`src/hw/lds_pkg.sv`:
```
// Purpose: constants, register map and helpers of the led driver serial register port
// Assumes: 16-bit frames, 7-bit address space, byte wide registers
// Notes: shared by the top module and its shifter
// Summary of operation
// RULE1: a frame with access bit one is a pure read; its data byte is ignored.
// RULE2: every transfer shifts out the status byte, then the response data byte.
// RULE3: bit counts other than a nonzero multiple of 16 drop writes, flag error.
// RULE4: seven-bit space of 128 bytes; 0x00-0x1f control, 0x20-0x7f diagnostic.
// RULE5: diagnostic registers track live inputs every cycle, with no reset value.
// RULE6: writing the input-voltage reading changes nothing and raises the link error.
// RULE7: link error flag tells whether the latest transfer was erroneous.
// RULE8: three current settings at 0x02-0x04, reset zero, fully read and write.
// RULE9: default status: vin, link error, overtemp, gate fault, gate good, reached 3..1.
// RULE10: six lit and dark voltage bytes from 0x20, alternating per channel.
// RULE11: writes to read-only registers leave them as they are and echo them.
// RULE12: frame bit 15 access type, bits 14:8 address, bits 7:0 data, msb first.
// RULE13: response is status then data of the last valid command; zero after reset.
// RULE14: sample on falling clock, drive on rising; data out released when deselected.
// RULE15: transfer spans select low; longer frames pass earlier bits on for chaining.
package lds_pkg;
   localparam int unsigned FRAME_BITS = 16;
   localparam int CNT_W = 4;
   localparam int ACC_BIT = 15;
   localparam int ADDR_HI = 14;
   localparam int ADDR_LO = 8;
   localparam int DATA_HI = 7;
   localparam logic ACC_WRITE = 1'b0;
   localparam logic [CNT_W-1:0] CNT_LAST = 4'hf;
   localparam logic [CNT_W-1:0] CNT_ZERO = 4'h0;
   // register addresses
   localparam logic [6:0] A_FUNC = 7'h00;
   localparam logic [6:0] A_GATE = 7'h01;
   localparam logic [6:0] A_CUR1 = 7'h02;
   localparam logic [6:0] A_CUR2 = 7'h03;
   localparam logic [6:0] A_CUR3 = 7'h04;
   localparam logic [6:0] A_RANGE = 7'h05;
   localparam logic [6:0] A_COPY = 7'h06;
   localparam logic [6:0] A_RIP1 = 7'h0b;
   localparam logic [6:0] A_RIP2 = 7'h0c;
   localparam logic [6:0] A_RIP3 = 7'h0d;
   localparam logic [6:0] A_UVTH = 7'h0f;
   localparam logic [6:0] A_NVCMD = 7'h17;
   localparam logic [6:0] A_NVWL = 7'h18;
   localparam logic [6:0] A_NVWH = 7'h19;
   localparam logic [6:0] A_CTRL_LAST = 7'h1f;
   localparam logic [6:0] A_LIT1 = 7'h20;
   localparam logic [6:0] A_DARK1 = 7'h21;
   localparam logic [6:0] A_LIT2 = 7'h22;
   localparam logic [6:0] A_DARK2 = 7'h23;
   localparam logic [6:0] A_LIT3 = 7'h24;
   localparam logic [6:0] A_DARK3 = 7'h25;
   localparam logic [6:0] A_TEMP = 7'h26;
   localparam logic [6:0] A_NVRL = 7'h28;
   localparam logic [6:0] A_NVRH = 7'h29;
   localparam logic [6:0] A_FALLBACK = 7'h33;
   localparam logic [6:0] A_BOOT = 7'h34;
   localparam logic [6:0] A_RANGEFL = 7'h35;
   localparam logic [6:0] A_MEMFL = 7'h36;
   localparam logic [6:0] A_STATUS = 7'h37;
   localparam logic [6:0] A_VIN = 7'h38;
   // reset values
   localparam logic [7:0] R_FUNC = 8'h0e;
   localparam logic [7:0] R_GATE = 8'h96;
   localparam logic [7:0] R_RANGE = 8'h07;
   localparam logic [7:0] R_RIP = 8'h03;
   localparam logic [7:0] R_UVTH = 8'hff;
   localparam logic [7:0] R_FALLBACK = 8'h0e;
   localparam logic [7:0] R_ZERO = 8'h00;
   // implemented bits
   localparam logic [7:0] M_FUNC = 8'hce;
   localparam logic [7:0] M_FULL = 8'hff;
   localparam logic [7:0] M_LOW3 = 8'h07;
   localparam logic [7:0] M_LOW2 = 8'h03;
   localparam logic [7:0] M_NVCMD = 8'hdf;
   // status byte fields
   localparam int ST_VIN = 7;
   localparam int ST_LINK = 6;
   localparam int ST_TEMP = 5;
   localparam int ST_GFAULT = 4;
   localparam int ST_GGOOD = 3;
   // function control fields
   localparam int FC_REPORT = 7;
   localparam int FC_CLEAR = 6;
   localparam int FC_DIM_HI = 3;
   localparam int FC_DIM_LO = 1;
   // memory command fields
   localparam int NV_FETCH = 7;
   localparam int NV_STORE = 6;
   localparam int NV_ADDR_HI = 4;

   typedef enum logic [2:0]
   {
      LDS_IDLE = 3'b001,
      LDS_SHIFT = 3'b010,
      LDS_EXEC = 3'b100
   } lds_link_e;

   // writable bits of a control byte; zero means read only or absent
   function automatic logic [7:0] lds_wr_mask(input logic [6:0] addr);
      case (addr)
         A_FUNC: return M_FUNC;
         A_GATE, A_CUR1, A_CUR2, A_CUR3, A_UVTH: return M_FULL;
         A_NVWL, A_NVWH, A_FALLBACK: return M_FULL;
         A_RANGE, A_COPY: return M_LOW3;
         A_RIP1, A_RIP2, A_RIP3: return M_LOW2;
         A_NVCMD: return M_NVCMD;
         default: return R_ZERO;
      endcase
   endfunction

   function automatic logic [7:0] lds_rst_val(input logic [6:0] addr);
      case (addr)
         A_FUNC: return R_FUNC;
         A_GATE: return R_GATE;
         A_RANGE: return R_RANGE;
         A_RIP1, A_RIP2, A_RIP3: return R_RIP;
         A_UVTH: return R_UVTH;
         default: return R_ZERO;
      endcase
   endfunction
endpackage

```
`src/hw/lds_shifter.sv`:
```
// Purpose: frame shift register, serial output stage and bit counter
// Assumes: rise and fall are one-cycle pulses of the synchronised serial clock
// Notes: received bits push the preloaded answer out, so longer frames forward earlier ones
`timescale 1ns/1ps
module lds_shifter
(
   // clock and reset
   input wire logic clk,
   input wire logic rst,
   // control
   input wire logic load,
   input wire logic [lds_pkg::FRAME_BITS-1:0] load_val,
   input wire logic rise,
   input wire logic fall,
   input wire logic sdi,
   // results
   output logic [lds_pkg::FRAME_BITS-1:0] sh_q,
   output logic sdo_q,
   output logic len_ok
);
   logic [lds_pkg::CNT_W-1:0] cnt_q;
   logic whole_q;

   assign len_ok = whole_q && (cnt_q == lds_pkg::CNT_ZERO); // RULE3

   always_ff @(posedge clk or posedge rst)
   begin
      if (rst)
      begin
         sh_q <= '0;
         cnt_q <= lds_pkg::CNT_ZERO;
         whole_q <= 1'b0;
      end
      else if (load)
      begin
         sh_q <= load_val;
         cnt_q <= lds_pkg::CNT_ZERO;
         whole_q <= 1'b0;
      end
      else if (fall)
      begin
         sh_q <= {sh_q[lds_pkg::FRAME_BITS-2:0], sdi}; // RULE14 RULE15
         cnt_q <= cnt_q + {{(lds_pkg::CNT_W-1){1'b0}}, 1'b1};
         if (cnt_q == lds_pkg::CNT_LAST)
         begin
            whole_q <= 1'b1;
         end
      end
   end

   // the first bit is presented at once so a host sampling early still sees it
   always_ff @(posedge clk or posedge rst)
   begin
      if (rst)
      begin
         sdo_q <= 1'b0;
      end
      else if (load)
      begin
         sdo_q <= load_val[lds_pkg::FRAME_BITS-1];
      end
      else if (rise)
      begin
         sdo_q <= sh_q[lds_pkg::FRAME_BITS-1]; // RULE14
      end
   end
endmodule

```
`src/hw/lds_sync.sv`:
```
// Purpose: two flip-flop synchroniser for pins from outside the clock domain
// Assumes: each bit is an independent level
// Notes: only the second stage is visible to the rest of the design
`timescale 1ns/1ps
module lds_sync #(
   parameter int WIDTH = 1,
   parameter logic [WIDTH-1:0] RST_VAL = '0
)
(
   // clock and reset
   input wire logic clk,
   input wire logic rst,
   // levels
   input wire logic [WIDTH-1:0] d,
   output logic [WIDTH-1:0] q
);
   logic [WIDTH-1:0] meta_q;

   always_ff @(posedge clk or posedge rst)
   begin
      if (rst)
      begin
         meta_q <= RST_VAL;
         q <= RST_VAL;
      end
      else
      begin
         meta_q <= d;
         q <= meta_q;
      end
   end
endmodule

```
`src/hw/lds_top.sv`:
```
// Purpose: serial target port and register map of a three channel led buck driver
// Assumes: clk at 100 MHz, serial clock well below a quarter of it
// Notes: pins are synchronised; commands execute in the cycle after select rises
`timescale 1ns/1ps
module lds_top
(
   // clock and reset
   input wire logic clk,
   input wire logic rst,
   // serial pins
   input wire logic select_n,
   input wire logic sclk,
   input wire logic sdi,
   output logic sdo,
   output logic sdo_oe,
   // live measurements and status
   input wire logic [7:0] lit_voltage_ch1,
   input wire logic [7:0] dark_voltage_ch1,
   input wire logic [7:0] lit_voltage_ch2,
   input wire logic [7:0] dark_voltage_ch2,
   input wire logic [7:0] lit_voltage_ch3,
   input wire logic [7:0] dark_voltage_ch3,
   input wire logic [7:0] die_temp_level,
   input wire logic [7:0] memory_read_low,
   input wire logic [7:0] memory_read_high,
   input wire logic [2:0] bootstrap_low,
   input wire logic [5:0] range_low_flags,
   input wire logic [4:0] memory_pwm_flags,
   input wire logic [7:0] input_voltage_level,
   input wire logic input_voltage_stat,
   input wire logic overtemperature_flag,
   input wire logic gate_supply_fault,
   input wire logic gate_supply_good,
   input wire logic [2:0] current_reached,
   // control settings
   output logic status_report_en,
   output logic clear_errors_req,
   output logic [2:0] dimming_override,
   output logic [7:0] gate_supply_setting,
   output logic [7:0] current_setting_ch1,
   output logic [7:0] current_setting_ch2,
   output logic [7:0] current_setting_ch3,
   output logic [2:0] current_range_select,
   output logic [2:0] range_copy_pulse,
   output logic [1:0] ripple_band_ch1,
   output logic [1:0] ripple_band_ch2,
   output logic [1:0] ripple_band_ch3,
   output logic [7:0] input_low_threshold,
   // memory controls
   output logic memory_fetch_request,
   output logic memory_store_request,
   output logic [4:0] memory_address,
   output logic [7:0] nonvolatile_write_low,
   output logic [7:0] nonvolatile_write_high,
   output logic [7:0] fallback_mode_control,
   // link state
   output logic link_error_flag
);
   localparam int NCTRL = 32;

   logic [2:0] pin_s;
   logic sel_s, sclk_s, sdi_s;
   logic sel_prev_q, sclk_prev_q;
   logic sel_fall, sel_rise, sclk_rise, sclk_fall;
   lds_pkg::lds_link_e state_q, state_d;
   logic [lds_pkg::FRAME_BITS-1:0] sh_q;
   logic sdo_q, len_ok;
   logic [7:0] ctrl_q [0:NCTRL-1];
   logic [7:0] fallback_q;
   logic [7:0] resp_q;
   logic link_err_q;
   logic sdo_oe_q;
   // diagnostic copies, refreshed every cycle and never reset
   logic [7:0] lit_q [0:2];
   logic [7:0] dark_q [0:2];
   logic [7:0] temp_q, nvr_lo_q, nvr_hi_q, vin_q;
   logic [2:0] boot_q;
   logic [5:0] rfl_q;
   logic [4:0] mfl_q;
   logic [3:0] st_q;
   logic [2:0] reach_q;

   // synchronise pins; select idles high
   lds_sync #(.WIDTH(3), .RST_VAL(3'b100)) u_sync
   (
      .clk(clk),
      .rst(rst),
      .d({select_n, sclk, sdi}),
      .q(pin_s)
   );

   assign sel_s = pin_s[2];
   assign sclk_s = pin_s[1];
   assign sdi_s = pin_s[0];
   assign sel_fall = sel_prev_q && !sel_s;
   assign sel_rise = !sel_prev_q && sel_s;
   assign sclk_rise = !sel_s && sclk_s && !sclk_prev_q;
   assign sclk_fall = !sel_s && !sclk_s && sclk_prev_q;

   always_ff @(posedge clk or posedge rst)
   begin
      if (rst)
      begin
         sel_prev_q <= 1'b1;
         sclk_prev_q <= 1'b0;
      end
      else
      begin
         sel_prev_q <= sel_s;
         sclk_prev_q <= sclk_s;
      end
   end

   // status byte and frame fields
   logic [7:0] status_byte;
   logic acc_bit;
   logic [6:0] fr_addr;
   logic [7:0] fr_data;
   logic exec, exec_ok, exec_bad;
   logic is_ctrl, is_fallback, wr_ok, vin_write;
   logic [7:0] mask, cur_byte, merged, rd_byte;

   assign status_byte = {st_q[3], link_err_q, st_q[2:0], reach_q}; // RULE9
   assign acc_bit = sh_q[lds_pkg::ACC_BIT]; // RULE12
   assign fr_addr = sh_q[lds_pkg::ADDR_HI:lds_pkg::ADDR_LO];
   assign fr_data = sh_q[lds_pkg::DATA_HI:0];
   assign exec = (state_q == lds_pkg::LDS_EXEC);
   assign exec_ok = exec && len_ok;
   assign exec_bad = exec && !len_ok; // RULE3
   assign is_ctrl = (fr_addr <= lds_pkg::A_CTRL_LAST); // RULE4
   assign is_fallback = (fr_addr == lds_pkg::A_FALLBACK);
   assign mask = lds_pkg::lds_wr_mask(fr_addr);
   assign cur_byte = is_fallback ? fallback_q : ctrl_q[fr_addr[4:0]];
   assign merged = (cur_byte & ~mask) | (fr_data & mask);
   // a read never stores, whatever data byte came with it
   assign wr_ok = exec_ok && (acc_bit == lds_pkg::ACC_WRITE) && (is_ctrl || is_fallback); // RULE1
   assign vin_write = exec_ok && (acc_bit == lds_pkg::ACC_WRITE)
                      && (fr_addr == lds_pkg::A_VIN); // RULE6

   // read selection over the whole space; holes read as zero
   always_comb
   begin
      case (fr_addr)
         lds_pkg::A_LIT1: rd_byte = lit_q[0]; // RULE10
         lds_pkg::A_DARK1: rd_byte = dark_q[0];
         lds_pkg::A_LIT2: rd_byte = lit_q[1];
         lds_pkg::A_DARK2: rd_byte = dark_q[1];
         lds_pkg::A_LIT3: rd_byte = lit_q[2];
         lds_pkg::A_DARK3: rd_byte = dark_q[2];
         lds_pkg::A_TEMP: rd_byte = temp_q;
         lds_pkg::A_NVRL: rd_byte = nvr_lo_q;
         lds_pkg::A_NVRH: rd_byte = nvr_hi_q;
         lds_pkg::A_FALLBACK: rd_byte = fallback_q;
         lds_pkg::A_BOOT: rd_byte = {5'h00, boot_q};
         lds_pkg::A_RANGEFL: rd_byte = {2'h0, rfl_q};
         lds_pkg::A_MEMFL: rd_byte = {3'h0, mfl_q};
         lds_pkg::A_STATUS: rd_byte = status_byte;
         lds_pkg::A_VIN: rd_byte = vin_q;
         default: rd_byte = is_ctrl ? ctrl_q[fr_addr[4:0]] : lds_pkg::R_ZERO;
      endcase
   end

   // link sequencing
   always_comb
   begin
      case (state_q)
         lds_pkg::LDS_IDLE: state_d = sel_fall ? lds_pkg::LDS_SHIFT : lds_pkg::LDS_IDLE;
         lds_pkg::LDS_SHIFT: state_d = sel_rise ? lds_pkg::LDS_EXEC : lds_pkg::LDS_SHIFT;
         lds_pkg::LDS_EXEC: state_d = lds_pkg::LDS_IDLE;
         default: state_d = lds_pkg::LDS_IDLE;
      endcase
   end

   always_ff @(posedge clk or posedge rst)
   begin
      if (rst)
      begin
         state_q <= lds_pkg::LDS_IDLE;
      end
      else
      begin
         state_q <= state_d; // RULE15
      end
   end

   lds_shifter u_shift
   (
      .clk(clk),
      .rst(rst),
      .load(sel_fall),
      .load_val({status_byte, resp_q}), // RULE2 RULE13
      .rise(sclk_rise),
      .fall(sclk_fall),
      .sdi(sdi_s),
      .sh_q(sh_q),
      .sdo_q(sdo_q),
      .len_ok(len_ok)
   );

   // data out is driven only while selected
   always_ff @(posedge clk or posedge rst)
   begin
      if (rst)
      begin
         sdo_oe_q <= 1'b0;
      end
      else if (sel_fall)
      begin
         sdo_oe_q <= 1'b1; // RULE14
      end
      else if (sel_rise)
      begin
         sdo_oe_q <= 1'b0;
      end
   end

   // control bytes; only implemented bits ever store
   always_ff @(posedge clk or posedge rst)
   begin
      if (rst)
      begin
         for (int i = 0; i < NCTRL; i++)
         begin
            ctrl_q[i] <= lds_pkg::lds_rst_val(7'(i)); // RULE8
         end
         fallback_q <= lds_pkg::R_FALLBACK;
      end
      else if (wr_ok && is_ctrl)
      begin
         ctrl_q[fr_addr[4:0]] <= merged; // RULE8 RULE3
      end
      else if (wr_ok)
      begin
         fallback_q <= merged;
      end
   end

   // answer of the last valid command; zero after reset stands for leaving off mode
   always_ff @(posedge clk or posedge rst)
   begin
      if (rst)
      begin
         resp_q <= lds_pkg::R_ZERO;
      end
      else if (wr_ok)
      begin
         resp_q <= merged; // RULE13
      end
      else if (exec_ok)
      begin
         resp_q <= rd_byte; // RULE11
      end
   end

   // the flag reflects only the transfer just finished, so no separate clear exists
   always_ff @(posedge clk or posedge rst)
   begin
      if (rst)
      begin
         link_err_q <= 1'b0;
      end
      else if (exec)
      begin
         link_err_q <= exec_bad || vin_write; // RULE7 RULE3 RULE6
      end
   end

   always_ff @(posedge clk)
   begin
      lit_q[0] <= lit_voltage_ch1; // RULE5
      lit_q[1] <= lit_voltage_ch2;
      lit_q[2] <= lit_voltage_ch3;
      dark_q[0] <= dark_voltage_ch1;
      dark_q[1] <= dark_voltage_ch2;
      dark_q[2] <= dark_voltage_ch3;
      temp_q <= die_temp_level;
      nvr_lo_q <= memory_read_low;
      nvr_hi_q <= memory_read_high;
      vin_q <= input_voltage_level;
      boot_q <= bootstrap_low;
      rfl_q <= range_low_flags;
      mfl_q <= memory_pwm_flags;
      st_q <= {input_voltage_stat, overtemperature_flag, gate_supply_fault, gate_supply_good};
      reach_q <= current_reached;
   end

   // outputs straight from flops
   assign sdo = sdo_q;
   assign sdo_oe = sdo_oe_q;
   assign link_error_flag = link_err_q;
   assign status_report_en = ctrl_q[lds_pkg::A_FUNC[4:0]][lds_pkg::FC_REPORT];
   assign clear_errors_req = ctrl_q[lds_pkg::A_FUNC[4:0]][lds_pkg::FC_CLEAR];
   assign dimming_override = ctrl_q[lds_pkg::A_FUNC[4:0]][lds_pkg::FC_DIM_HI:lds_pkg::FC_DIM_LO];
   assign gate_supply_setting = ctrl_q[lds_pkg::A_GATE[4:0]];
   assign current_setting_ch1 = ctrl_q[lds_pkg::A_CUR1[4:0]];
   assign current_setting_ch2 = ctrl_q[lds_pkg::A_CUR2[4:0]];
   assign current_setting_ch3 = ctrl_q[lds_pkg::A_CUR3[4:0]];
   assign current_range_select = ctrl_q[lds_pkg::A_RANGE[4:0]][2:0];
   assign range_copy_pulse = ctrl_q[lds_pkg::A_COPY[4:0]][2:0];
   assign ripple_band_ch1 = ctrl_q[lds_pkg::A_RIP1[4:0]][1:0];
   assign ripple_band_ch2 = ctrl_q[lds_pkg::A_RIP2[4:0]][1:0];
   assign ripple_band_ch3 = ctrl_q[lds_pkg::A_RIP3[4:0]][1:0];
   assign input_low_threshold = ctrl_q[lds_pkg::A_UVTH[4:0]];
   assign memory_fetch_request = ctrl_q[lds_pkg::A_NVCMD[4:0]][lds_pkg::NV_FETCH];
   assign memory_store_request = ctrl_q[lds_pkg::A_NVCMD[4:0]][lds_pkg::NV_STORE];
   assign memory_address = ctrl_q[lds_pkg::A_NVCMD[4:0]][lds_pkg::NV_ADDR_HI:0];
   assign nonvolatile_write_low = ctrl_q[lds_pkg::A_NVWL[4:0]];
   assign nonvolatile_write_high = ctrl_q[lds_pkg::A_NVWH[4:0]];
   assign fallback_mode_control = fallback_q;

   // checks
   property p_bad_len;
      @(posedge clk) disable iff (rst)
      exec_bad |=> link_err_q && $stable(current_setting_ch1) && $stable(gate_supply_setting);
   endproperty
   a_bad_len: assert property (p_bad_len) else $error("bad length frame altered state"); // RULE3

   property p_vin_write;
      @(posedge clk) disable iff (rst)
      vin_write |=> link_err_q ##1 status_byte[lds_pkg::ST_LINK];
   endproperty
   a_vin_write: assert property (p_vin_write) else $error("vin write did not flag error"); // RULE6

   property p_err_clears;
      @(posedge clk) disable iff (rst)
      exec_ok && !vin_write |=> !link_err_q;
   endproperty
   a_err_clears: assert property (p_err_clears) else $error("error flag stuck"); // RULE7

   property p_cur1_write;
      @(posedge clk) disable iff (rst)
      wr_ok && fr_addr == lds_pkg::A_CUR1 |=> current_setting_ch1 == $past(fr_data);
   endproperty
   a_cur1_write: assert property (p_cur1_write) else $error("current setting not stored"); // RULE8

   property p_read_only;
      @(posedge clk) disable iff (rst)
      exec_ok && acc_bit |=> $stable(current_setting_ch2) && $stable(fallback_q);
   endproperty
   a_read_only: assert property (p_read_only) else $error("read changed a register"); // RULE1

   property p_read_resp;
      @(posedge clk) disable iff (rst)
      exec_ok && acc_bit |=> resp_q == $past(rd_byte);
   endproperty
   a_read_resp: assert property (p_read_resp) else $error("read answer wrong"); // RULE13

   property p_ro_write;
      @(posedge clk) disable iff (rst)
      exec_ok && !acc_bit && fr_addr == lds_pkg::A_DARK1 |=> resp_q == $past(dark_q[0]);
   endproperty
   a_ro_write: assert property (p_ro_write) else $error("read only write not echoed"); // RULE11

   property p_load;
      @(posedge clk) disable iff (rst)
      sel_fall |=> sh_q == {$past(status_byte), $past(resp_q)} && sdo_oe ##1 sdo_oe[*2];
   endproperty
   a_load: assert property (p_load) else $error("answer not loaded on select"); // RULE2 RULE14

   property p_release;
      @(posedge clk) disable iff (rst)
      sel_rise |=> !sdo_oe ##1 exec == 1'b0;
   endproperty
   a_release: assert property (p_release) else $error("data out not released"); // RULE14 RULE15
endmodule

```
`config.mk`:
```
export PLATFORM = sky130hd
export DESIGN_NAME = lds_top
export DESIGN_NICKNAME = d
export VERILOG_FILES = /design/src/hw/lds_pkg.sv /design/src/hw/lds_shifter.sv /design/src/hw/lds_sync.sv /design/src/hw/lds_top.sv
export SDC_FILE = /design/constraint.sdc
export NUM_CORES = 1
export LEC_CHECK = 0
export ABC_AREA = 1
export BUFFER_PORTS_ARGS = -buffer_cell sky130_fd_sc_hd__buf_2
export CAP_MARGIN = 10
export CORE_MARGIN = 2
export CORE_UTILIZATION = 40
export CTS_BUF_LIST = sky130_fd_sc_hd__clkbuf_8 sky130_fd_sc_hd__clkbuf_16
export DETAILED_ROUTE_END_ITERATION = 10
export PLACE_DENSITY = 0.58
export SLEW_MARGIN = 25
export SYNTH_ARGS = -nofsm -noshare
export SYNTH_HDL_FRONTEND = slang
export SYNTH_HIERARCHICAL = 1
export SYNTH_SLANG_ARGS = --single-unit
```
`constraint.sdc`:
```
create_clock -name clk -period 28.8 [get_ports clk]
set_input_delay 5.76 -clock clk [delete_from_list [all_inputs] [get_ports clk]]
set_output_delay 5.76 -clock clk [all_outputs]
set_load 0.02 [all_outputs]
```
---- Yosys cells after proc, flatten, opt, wreduce, memory -nomap -nowiden ----
Memories as Yosys holds them, arrays and structs flattened.
Index checks and enable logic that the tools add are counted.
cells by class
  order comparisons ....................... 3
  add/subtract/negate cells ............... 1
  bitwise gates (word level) .............. 7
  mux-type cells .......................... 26
  equality and inequality tests ........... 19
  reduce and logical (&&, ||, !) cells .... 29
operator list
  kind                                                                   count
  256-bit bitwise mux                                                    1
  8-bit one-hot mux with 15 select lines                                 1
  7-bit by 6-bit equality test with 1-bit output, second input constant  15
  8-bit two-way mux                                                      8
  8-bit binary-select mux with 5-bit select                              1
  8-bit demux with 5-bit select                                          1
  16-bit two-way mux                                                     2
  8-bit AND                                                              2
  1-bit logical AND                                                      14
  2-bit nonzero test                                                     5
  4-bit two-way mux                                                      2
  8-bit NOT                                                              1
  8-bit OR                                                               1
  7-bit by 5-bit <= comparator with 1-bit output, second input constant  1
  1-bit two-way mux                                                      7
  6-bit >= comparator, second input constant                             1
  6-bit by 1-bit < comparator with 1-bit output, second input constant   1
  5-bit NOT with 6-bit output                                            1
  3-bit one-hot mux with 2 select lines                                  1
  1-bit zero test                                                        5
  4-bit by 1-bit adder with 4-bit output, second input constant          1
  4-bit equality test, second input constant                             1
  4-bit zero test                                                        1
  2-bit AND reduction                                                    2
  7 further kinds                                                        9
word-level totals
  output and inout bits ................... 91
  bits of input ports ..................... 106
  RAM bits ................................ 48
  register bits after elaboration ......... 360
  memory bits (read-only) ................. 512
  memories kept ........................... 3
  logic and storage cells ................. 142
memory list
  name             depth  bits a word  read ports  clocked after Yosys merged registers in  wr ports  line            text
  (no name shown)  64     8            1           0                                        0         lds_pkg.sv:100  case (addr)
  dark_q           3      8            3           0                                        3         lds_top.sv:75   logic [7:0] dark_q [0:2];
  lit_q            3      8            3           0                                        3         lds_top.sv:74   logic [7:0] lit_q [0:2];

---- Longest topological paths before layout ----
Gate-level depths: netlist of the first run.
  depth after elaboration ................. 8
  mapped depth ............................ 18
  mapped depth without buffers ............ 15

---- Hierarchy ----
The synthesis of the first run kept the hierarchy.
modules (own cells, without submodules)
  module       area each (um2)  times used  seq. area each (um2)  cells each
  lds_top      15781.4          1           9039.9                1896
  lds_shifter  1046.0           1           550.5                 119
  lds_sync     156.4            1           152.6                 7

---- Least setup slack after synthesis of the first run ----
Ideal clock, no wire load.
  path kind ............................... register to output
  from .................................... register ctrl_q, in the netlist current_range_select[1]
  to ...................................... output port current_range_select[1]
  slack ................................... 22.397 ns
  cell stages (with the launch flop) ...... 2
  data arrival time ....................... 0.643 ns
  buffers on the path ..................... 1
  data required time ...................... 23.040 ns
  cells stage by stage .................... dfstp_2 buf_4
RTL lines
  item                             line            text
  start, declared                  lds_top.sv:68   logic [7:0] ctrl_q [0:NCTRL-1];
  start signal, assigned by index  lds_top.sv:224  ctrl_q[i] <= lds_pkg::lds_rst_val(7'(i));
  start signal, assigned by index  lds_top.sv:230  ctrl_q[fr_addr[4:0]] <= merged;
  end, declared                    lds_top.sv:43   output logic [2:0] current_range_select,
No word-level cell between the ends.

---- Worst setup path in the final report of the first run ----
  from .................................... register fallback_q[2] (netlist: fallback_mode_control[2])
  to ...................................... output port fallback_mode_control[2]
RTL lines
  item                    line            text
  start, declared         lds_top.sv:69   logic [7:0] fallback_q;
  start signal, assigned  lds_top.sv:226  fallback_q <= lds_pkg::R_FALLBACK;
  start signal, assigned  lds_top.sv:234  fallback_q <= merged;
  end, declared           lds_top.sv:55   output logic [7:0] fallback_mode_control,
No word-level cell between the ends.

==> flow_summary_export.csv, run 1 <==
group,metric,value,unit
floorplanning,chipHeight,210,um
synth,synth.lib_cells_used.distinct,39,
sta,max-slew-margin-rel,35.2,%
synth,synth_seq_cells,408,
route,wl,48300,um
power,report.power.total,1.31,mW
power,static-leakage-power,9.55,nW
placed_design,dp_hpwl,32800,um
synth,most_area_hungry_cell_type_in_the_yosys_netlist,"dfrtp_1",
sta,setup_failing_eps_final,0,
clocking,cts_repair_resize_count,0,
synth,asyncSetResetFlopFracSynth,75.2,%
power,p_per_area,69.8,mW/mm^2
floorplanning,floorplan.initialDensity,40.5,%
sta,timing.final.crit_period,7.08,ns
global_route,grt_pass1_wl,74000,um
floorplanning,ios,197,
synth,mapped_nets,2133,
sta,max_freq,0.141,GHz
critical_path,worst_path_max_delay_cell,"dfstp_2",
sta,final-max-slew-violation-count,0,
cells_and_area,nets,2091,
clocking,clk_latency,0.57,ns
cells_and_area,fillers,4041,
floorplanning,fp-row-count,75,
clocking,cts.sink_count,408,
route,post-route-drc-count,0,
clocking,clock-root-buffer,"clkbuf_16",
placed_design,place.gp.congestion,0.843,
power,vdd_drop_max,46.9,uV
global_route,grt_antenna_before_repair,0,
synth,postSynthCellCount,2022,
floorplanning,floorplan.die.width,210,um
critical_path,critPathTopFamily,"flip-flops",
synth,synth-edff-count,0,
route,drt_first_iter_violations,953,
critical_path,worstPathMaxFanout,3,
sta,setup_skew,0.0192,ns
route,ant_nets,0,
cells_and_area,areaGrowthSynthToFinish,10.4,%
floorplanning,die_area,0.0441,mm^2
critical_path,crit_chain,"buf_2",
floorplanning,core,0.0419,mm^2
synth,syn-cell-area,0.0170,mm^2
synth,yosys.area.top_type_share,40.7,%
placed_design,placement.io_buffers,196,
global_route,grt_pass1_vias,12300,
hold_path,min_path_cells,0,
critical_path,worstPathRequired,23.04,ns
clocking,h-tree-depth,2,
cells_and_area,final_layout_size_suffix_gt1_share,18.6,%
job,cap_violations,0,
sta,max_slew.worst_pin.slew,0.963,ns
global_route,track_usage,22.2,%
critical_path,r2r_setup_slack,24.73,ns
critical_path,reg2reg_from,"u_shift/sh_q[9]$_DFFE_PP0P_",
run_status,status,"completed",
global_route,grt_overflow_total,0,
cells_and_area,diodes,0,
clocking,postCtsHoldBufs,0,
route,route.detailed.wl_per_inst,18.9,um
sta,tns,0,ns
critical_path,critPathCaptureType,"output port",
sta,unrepaired_setup_endpoints_after_global_routing,"false",
cells_and_area,utilization,44.7,%
hold_path,worst_hold_path.endpoint,"u_sync/q[1]$_DFF_PP0_",
critical_path,path_class,"flip-flop to output port",
clocking,cts-buffers-inserted,44,
critical_path,cpPeakStageDelay,0.56,ns
hold_path,worst_hold_startpoint,"u_sync/meta_q[1]$_DFF_PP0_",
clocking,worst_path_clk_slew,0.06,ns
route,first_pass_iters,5,
synth,synth_area_leaders,"dfrtp_1 41%, nand2_1 16%, dfxtp_1 12%",
synth,synth.yosys.warnings,6,
global_route,grt_max_degree,81,
critical_path,timing.critical_path.buf_inv,1,
critical_path,worst-endpoint-arrival,1.32,ns
synth,ys_seq_area_share,57.4,%
clocking,post_cts.repair.setup_buffers,0,
critical_path,timing.critical_path.from_type,"flip-flop",
route,via_count,12400,
critical_path,reg2reg_to,"fallback_mode_control[5]$_DFFE_PP0P_",
synth,syn-mean-instance-area,8.40,um^2
clocking,clock_path_buffers,3,
critical_path,worstRegToRegCells,13,
sta,layout_worst_path_cycle_share,24.6,%
route,route.detailed.vias_per_inst,4.85,
clocking,cts_tree,"built",
sta,hold_violations,0,
hold_path,hold_path_class,"flip-flop to flip-flop",
synth,yosys_most_used_dff,"dfrtp_1",
[stage by stage]
step	hold slack [ns]	setup WS [ns]	cell area, um^2	cells
after detailed placement	0.336	20.73	17300	2473
after global routing	0.363	21.40	18700	2554
after CTS	0.349	21.34	18700	2554
after floorplan	0.331	15.39	17000	2022
after global placement	0.337	20.79	17300	2473
final	0.348	21.72	18700	2554
[state kept, by name (all words and copies together), names as in the netlist, 16 cells and up]
register      count
ctrl_q          176
dark_q           24
lit_q            24
u_shift/sh_q     16
[power breakdown]
| part | switching (mW) | internal (mW) | total, mW |
|---|---|---|---|
| Clock | 0.238 | 0.335 | 0.573 |
| Sequential | 0.00761 | 0.584 | 0.591 |
| Combinational | 0.118 | 0.0262 | 0.144 |
| Total | 0.364 | 0.945 | 1.31 |
[synthesized netlist by cell type (22+ instances only)]
master,n
nand4_1,22
a21oi_1,39
o21ai_0,52
nand3_1,129
dfrtp_1,276
buf_2,30
o21ai_1,51
clkbuf_1,177
dfstp_2,31
dfxtp_1,101
buf_4,88
nand2_1,702
nor2_1,135
inv_1,75
[cells by family (layout without fill, tap and decap cells)]
| kind of cell | Yosys count | count (layout) | share of synthesized area, % |
|---|---|---|---|
| adder cells (fa/ha/maj) | 5 | 5 | 0.368 |
| AO/OA/AOI/OAI | 174 | 174 | 5.44 |
| buffers and inverters | 394 | 387 | 11.1 |
| AND/OR/NAND/NOR | 1040 | 1040 | 25.7 |
| multiplexers | 1 | 1 | 0.0663 |
| flip-flops | 408 | 408 | 57.4 |
[metal layers]
layer / wire, um / up-vias / track usage (%) / part of all wire [%]
met5: 0 / - / 0 / 0
met4: 1370 / 0 / 7.92 / 2.8
met3: 3410 / 74 / 4.44 / 7.1
met2: 21600 / 442 / 34.3 / 45
met1: 21900 / 5783 / 31.2 / 45
li1: - / 6100 / - / -
[how the worst max path moves through the flow]
stage | start | end | slack [ns] | depth (start not counted)
final | fallback_mode_control[2]$_DFFE_PP1P_ | fallback_mode_control[2] | 21.72 | 1
after detailed placement | rst | current_setting_ch1[2]$_DFFE_PP0P_ | 20.73 | 4
after global routing | rst | ctrl_q[92]$_DFFE_PP0P_ | 21.40 | 4
after CTS | rst | ctrl_q[26]$_DFFE_PP0P_ | 21.34 | 4
after floorplan | rst | clear_errors_req$_DFFE_PP0P_ | 15.39 | 1
after global placement | rst | current_setting_ch1[2]$_DFFE_PP0P_ | 20.79 | 4
[layout make-up]
| type | instances | area (um^2) | area share (%) |
|---|---|---|---|
| sequential | 408 | 9740 | 52.0 |
| tap | 539 | 674 | 3.60 |
| clock buffer | 52 | 1230 | 6.58 |
| multi-input combinational | 1220 | 5380 | 28.7 |
| inverter | 93 | 357 | 1.90 |
| timing repair buffer | 213 | 1120 | 5.95 |
| clock inverter | 29 | 248 | 1.32 |
[cell usage in the layout (no fill, tap or decap), types with 4 or more instances in the layout]
cell / Yosys / routed
dfrtp_1: 276 / 275
clkbuf_8: 2 / 6
nand3_2: 4 / 4
nand4_1: 22 / 22
inv_1: 75 / 84
nor2_2: 8 / 7
dfstp_2: 31 / 31
nor3_4: 5 / 5
inv_2: 16 / 16
nor2_4: 5 / 7
inv_6: 0 / 5
ha_1: 5 / 5
buf_2: 30 / 196
o22ai_1: 9 / 9
a21oi_1: 39 / 39
o21ai_0: 52 / 52
nand3_1: 129 / 129
a31oi_1: 14 / 14
buf_4: 88 / 15
o21ai_1: 51 / 51
dfxtp_1: 101 / 101
o211ai_1: 7 / 7
nor3_1: 10 / 10
nand2_2: 9 / 9
nand2_1: 702 / 702
clkbuf_16: 0 / 46
clkinv_2: 0 / 6
nor2_1: 135 / 134
No activity file was read; power rests on OpenSTA's default activity.
==> run 2: changes to the inputs <==
==> constraint.sdc (replaced) <==
create_clock -name clk -period 6.9 [get_ports clk]
set_input_delay 1.38 -clock clk [delete_from_list [all_inputs] [get_ports clk]]
set_output_delay 1.38 -clock clk [all_outputs]
set_load 0.02 [all_outputs]
==> run 2 against run 1 <==
Compared with the run above:
- clock power rose to 4.2 times the previous value
- flip-flop and latch count unchanged
- via count up 0.75%
- register-to-register slack worse by 21 ns
- clock skew up 0.00090 ns
- first-iteration DRC count up 9.2%
- count of clock-buffer cells in the layout up 6
- non-clock buffer count up 2
- worst setup slack worse by 18 ns
- largest cell class unchanged
- highest routed layer unchanged
==> flow_summary_export.csv, run 2 (same netlist as run 1, synthesis figures left out) <==
group,metric,value,unit
sta,max_slew.worst_pin.slew,0.938,ns
critical_path,critPathCaptureType,"flip-flop",
job,cap_violations,0,
placed_design,dp_hpwl,33900,um
clocking,cts_repair_resize_count,0,
route,via_count,12500,
global_route,grt_overflow_total,0,
power,vdd_drop_max,180,uV
critical_path,worstPathRequired,7.36,ns
cells_and_area,mostFrequentLayoutCell,"nand2_1",
critical_path,cpPeakStageDelay,0.65,ns
run_status,status,"completed",
cells_and_area,fillers,4085,
clocking,cts_tree,"built",
power,p_int,3.99,mW
critical_path,path_class,"flip-flop to flip-flop",
global_route,grt_pass1_vias,12600,
sta,tns,0,ns
route,drt_first_iter_violations,1041,
sta,max-slew-margin-rel,37.1,%
power,share_seq_of_total_power,45.3,%
cells_and_area,layout.cells.most_common_list,"702 x nand2_1, 275 x dfrtp_1, 196 x buf_2",
clocking,cts-buffers-inserted,43,
cells_and_area,reg.largest.list,"ctrl_q x176, dark_q x24, lit_q x24",
floorplanning,ios,197,
sta,max_freq,0.275,GHz
critical_path,worst_path_max_delay_cell,"dfrtp_2",
clocking,clock_path_buffers,3,
cells_and_area,final-seq-area,0.00974,mm^2
clocking,h-tree-depth,2,
cells_and_area,areaGrowthSynthToFinish,10.9,%
route,first_pass_iters,5,
global_route,grt_max_degree,190,
power,comb_power_share,10.4,%
floorplanning,floorplan.initialDensity,40.5,%
sta,final-max-slew-violation-count,0,
critical_path,worstPathMaxFanout,48,
global_route,grt_antenna_before_repair,0,
sta,final_critical_path_setup_slack,3.26,ns
cells_and_area,max_reg_flops,176,
clocking,cts.sink_count,408,
clocking,clk_latency,0.57,ns
clocking,clock-root-buffer,"clkbuf_16",
cells_and_area,final_cells,2552,
route,route.detailed.wl_per_inst,19.0,um
sta,layout_worst_path_cycle_share,52.8,%
sta,unrepaired_setup_endpoints_after_global_routing,"false",
cells_and_area,multi_input_area,0.00537,mm^2
sta,timing.final.crit_period,3.64,ns
placed_design,place.gp.congestion,0.876,
cells_and_area,final_layout_size_suffix_gt1_share,18.9,%
power,power.clock.fraction,44.3,%
route,ant_nets,0,
floorplanning,core,0.0419,mm^2
global_route,track_usage,22.5,%
critical_path,worst_path_most_repeated_cell,"nand2_1",
power,static-leakage-power,9.56,nW
placed_design,numPlacedInstances,2474,
cells_and_area,diodes,0,
cells_and_area,largest-register,"ctrl_q",
critical_path,worst-endpoint-arrival,4.10,ns
floorplanning,floorplan.die.width,210,um
global_route,grt_pass1_wl,75500,um
power,p_per_area,290,mW/mm^2
placed_design,placement.io_buffers,196,
route,post-route-drc-count,0,
floorplanning,fp-row-count,75,
clocking,postCtsHoldBufs,0,
critical_path,timing.critical_path.from_type,"flip-flop",
clocking,worst_path_clk_slew,0.06,ns
cells_and_area,nets,2092,
critical_path,crit_chain,"buf_4, inv_2, buf_4, nor2_2, buf_4, nand2_1, nand2_1, nor2_1, nor2_1, nor2_1, nand2_1, nand2_1, nand2_1, nand2_1, o21ai_0",
clocking,post_cts.repair.setup_buffers,0,
sta,setup_skew,0.0201,ns
power,p_sw,1.47,mW
sta,setup_failing_eps_final,0,
route,wl,48400,um
power,power_switching_share,27.0,%
hold_path,hold_path_class,"flip-flop to flip-flop",
route,route.detailed.vias_per_inst,4.89,
floorplanning,chipHeight,210,um
placed_design,post-place-ws,3.29,ns
floorplanning,die_area,0.0441,mm^2
sta,hold_violations,0,
sta,holdWs,0.348,ns
run 2: changes by cell type in the layout (fill, tap and decap cells not counted), sizes merged:
cell,delta
bufinv,-1
inv,-13
clkbuf,+6
buf,+2
clkinv,+4
run 2: critical path: cells and delay by family, from the launching register on:
kind            cells  cell delay [ns]
simple gates       10             1.31
buf+inv             4             1.18
flops               1             0.65
compound gates      1             0.34
run 2: final timing paths:
kind                                        startpoint                                 end  slack (ns)  cells past startpoint
max                        u_shift/sh_q[8]$_DFFE_PP0P_       memory_address[2]$_DFFE_PP0P_        3.26                     15
min                         u_sync/meta_q[1]$_DFF_PP0_               u_sync/q[1]$_DFF_PP0_        0.35                      0
max reg2reg                u_shift/sh_q[8]$_DFFE_PP0P_       memory_address[2]$_DFFE_PP0P_        3.26                     15
min reg2reg                 u_sync/meta_q[1]$_DFF_PP0_               u_sync/q[1]$_DFF_PP0_        0.35                      0
max in group asynchronous                          rst  input_low_threshold[4]$_DFFE_PP1P_        4.88                      4
min in group asynchronous                          rst          u_sync/meta_q[1]$_DFF_PP0_        0.76                      2
run 2: cell type report:
type | instances | area share (%)
Clock buffer | 58 | 7.11
Clock inverter | 19 | 0.804
Inverter | 93 | 1.87
Multi-Input combinational cell | 1220 | 28.5
Sequential cell | 408 | 51.7
Tap cell | 539 | 3.58
Timing Repair Buffer | 215 | 6.35
run 2: power groups by stage:
stage / Clock (mW) / Sequential [mW] / Combinational, mW
after global placement: 0 / 2.52 / 0.552
after floorplan: 0 / 2.50 / 0.351
final: 2.42 / 2.47 / 0.567
after global routing: 2.56 / 2.48 / 0.618
after CTS: 2.46 / 2.47 / 0.564
after detailed placement: 0 / 2.52 / 0.562
run 2: routing by layer:
layer  share of wire (%)  routed length, um  GRT usage [%]  vias up
li1                    -                  -              -     6114
met1                  45              22000           31.6     5814
met2                  43              20900           33.8      491
met3                 8.2               3980           5.45       73
met4                 3.2               1530           8.24        0
met5                   0                  0          0.445        -
run 2: metrics by stage:
stage	total power, mW	instance area [um^2]	utilization, %
global placement	3.07	17300	41.1
detailed placement	3.08	17300	41.3
floorplan	2.86	17000	-
CTS	5.50	18800	44.8
finish	5.46	18800	44.9
global route	5.66	18800	44.9
==> run 3: changes to the inputs <==
--- a/config.mk
+++ b/config.mk
@@ -12,7 +12,7 @@
 export CORE_UTILIZATION = 40
 export CTS_BUF_LIST = sky130_fd_sc_hd__clkbuf_8 sky130_fd_sc_hd__clkbuf_16
 export DETAILED_ROUTE_END_ITERATION = 10
-export PLACE_DENSITY = 0.58
+export PLACE_DENSITY = 0.6
 export SLEW_MARGIN = 25
 export SYNTH_ARGS = -nofsm -noshare
 export SYNTH_HDL_FRONTEND = slang
==> constraint.sdc (replaced) <==
create_clock -name clk -period 3.03 [get_ports clk]
set_input_delay 0.606 -clock clk [delete_from_list [all_inputs] [get_ports clk]]
set_output_delay 0.606 -clock clk [all_outputs]
set_load 0.02 [all_outputs]
==> run 3 against run 2 <==
Compared with the run above:
- utilization grew 0.78 points
- critical path type unchanged
- critical endpoint is now memory_address[0]$_DFFE_PP0P_
- via count is 1.7% higher
- cell count grew 1.7%
- sequential power grew 130%
- critical path depth is 5 lower
- highest routed layer unchanged
==> flow_summary_export.csv, run 3 (same netlist as run 1, synthesis figures left out) <==
group,metric,value,unit
placed_design,post-place-ws,0.233,ns
clocking,clk_latency,0.57,ns
sta,max-slew-margin-rel,35.8,%
route,post-route-drc-count,0,
floorplanning,die_area,0.0441,mm^2
placed_design,place.gp.congestion,0.908,
cells_and_area,final_layout_size_suffix_gt1_share,20.1,%
critical_path,critPathTopFamily,"simple AND/OR/NAND/NOR gates",
cells_and_area,areaGrowthSynthToFinish,12.8,%
critical_path,worstPathRequired,3.45,ns
global_route,grt_pass1_wl,75000,um
clocking,clock_path_buffers,3,
critical_path,startpoint,"u_shift/sh_q[8]$_DFFE_PP0P_",
route,route.detailed.vias_per_inst,4.90,
cells_and_area,nets,2134,
critical_path,worstPathMaxFanout,12,
run_status,status,"completed",
floorplanning,ios,197,
sta,setup_failing_eps_final,0,
sta,final-max-slew-violation-count,0,
cells_and_area,final_cells,2595,
critical_path,cpPeakStageDelay,0.53,ns
power,power.clock.fraction,42.9,%
critical_path,worst-endpoint-arrival,3.11,ns
power,p_per_area,652,mW/mm^2
power,report.power.total,12.5,mW
clocking,cts-buffers-inserted,43,
floorplanning,floorplan.die.width,210,um
sta,unrepaired_setup_endpoints_after_global_routing,"false",
power,vdd_drop_max,444,uV
cells_and_area,utilization,45.7,%
critical_path,crit_chain,"nand2_2, inv_2, nand2_1, nor2_2, inv_1, nand2_1, nand3b_1, nand2_2, buf_4, o21ai_0",
placed_design,numPlacedInstances,2516,
power,comb_power_share,12.0,%
power,power_switching_share,27.1,%
route,via_count,12700,
hold_path,hold_path_class,"primary input to flip-flop",
route,first_pass_iters,7,
cells_and_area,largest-register,"ctrl_q",
cells_and_area,reg.largest.list,"ctrl_q x176, dark_q x24, lit_q x24",
clocking,cts_tree,"built",
placed_design,postPlaceCellArea,0.0177,mm^2
critical_path,path_class,"flip-flop to flip-flop",
sta,layout_worst_path_cycle_share,88.6,%
sta,max_slew.worst_pin.slew,0.959,ns
placed_design,placement.io_buffers,196,
floorplanning,floorplan.initialDensity,40.5,%
power,p_sw,3.38,mW
floorplanning,fp-row-count,75,
sta,tns,0,ns
cells_and_area,fillers,3997,
cells_and_area,max_reg_flops,176,
route,wl,48300,um
clocking,worst_path_clk_slew,0.06,ns
cells_and_area,mostFrequentLayoutCell,"nand2_1",
critical_path,timing.critical_path.from_type,"flip-flop",
global_route,grt_pass1_vias,12800,
route,route.detailed.wl_per_inst,18.6,um
critical_path,reg2reg_from,"u_shift/sh_q[8]$_DFFE_PP0P_",
cells_and_area,diodes,0,
power,share_seq_of_total_power,45.1,%
cells_and_area,layout.cells.most_common_list,"701 x nand2_1, 275 x dfrtp_1, 196 x buf_2",
critical_path,worst_path_max_delay_cell,"dfrtp_2",
sta,setup_skew,0.0172,ns
power,static-leakage-power,9.78,nW
clocking,h-tree-depth,2,
sta,holdWs,0.139,ns
floorplanning,core,0.0419,mm^2
critical_path,timing.critical_path.buf_inv,3,
clocking,cts.sink_count,408,
global_route,grt_max_degree,111,
placed_design,dp_hpwl,34700,um
global_route,grt_antenna_before_repair,0,
cells_and_area,final_design_area_no_fill,0.0192,mm^2
sta,hold_violations,0,
route,drt_first_iter_violations,918,
power,p_int,9.11,mW
job,cap_violations,0,
critical_path,critPathCaptureType,"flip-flop",
hold_path,worst_hold_startpoint,"bootstrap_low[1]",
sta,final_critical_path_setup_slack,0.345,ns
route,ant_nets,0,
clocking,clock-root-buffer,"clkbuf_16",
global_route,grt_overflow_total,0,
global_route,track_usage,22.3,%
sta,max_freq,0.372,GHz
sta,timing.final.crit_period,2.68,ns
floorplanning,chipHeight,210,um
==> run 3: changes by cell type in the layout (fill, tap and decap cells not counted), sizes merged <==
cell / before / now
bufinv: 2 / 3
clkinvlp: 2 / 4
inv: 94 / 103
clkinv: 14 / 8
buf: 215 / 256
clkbuf: 58 / 53
dlygate4sd3: 0 / 1
==> run 3: layout make-up <==
| type | instances | area (um^2) | share of cell area (%) |
|---|---|---|---|
| inverter | 93 | 353 | 1.84 |
| sequential | 408 | 9740 | 50.9 |
| timing repair buffer | 257 | 1570 | 8.18 |
| clock inverter | 25 | 200 | 1.04 |
| clock buffer | 53 | 1250 | 6.51 |
| tap | 539 | 674 | 3.52 |
| multi-input combinational | 1220 | 5370 | 28.0 |
==> run 3: path summary, 6_finish.rpt <==
kind                                            endpoint  slack (ns)  cells after the start
min in group asynchronous     u_sync/meta_q[1]$_DFF_PP0_        0.55                      3
max                        memory_address[0]$_DFFE_PP0P_        0.35                     10
min reg2reg                        u_sync/q[1]$_DFF_PP0_        0.35                      0
max in group asynchronous        ctrl_q[252]$_DFFE_PP0P_        1.49                      4
max reg2reg                memory_address[0]$_DFFE_PP0P_        0.35                     10
min                                    boot_q[1]$_DFF_P_        0.14                      1
==> run 3: power groups by stage <==
stage / combinational [mW] / clock, mW / sequential (mW)
5_1_grt: 1.61 / 5.68 / 5.64
3_5_place_dp: 1.48 / 0 / 5.73
4_1_cts: 1.49 / 5.45 / 5.63
3_3_place_gp: 1.48 / 0 / 5.73
2_1_floorplan: 0.798 / 0 / 5.70
6_report: 1.50 / 5.35 / 5.63
==> run 3: repair_timing <==
item / in CTS / in global routing
setup buffers: 0 / 0
hold endpoints to repair: 4 / 0
hold buffers: 1 / 0
gates resized for setup: 0 / 1
setup endpoints to repair: 0 / 5
==> run 3: routing by layer <==
metal / up-vias / GRT usage, % / routed length, um
li1: 6186 / - / -
met1: 5930 / 30.6 / 21400
met2: 503 / 34.9 / 21800
met3: 84 / 4.57 / 3520
met4: 0 / 8.88 / 1680
met5: - / 0 / 0
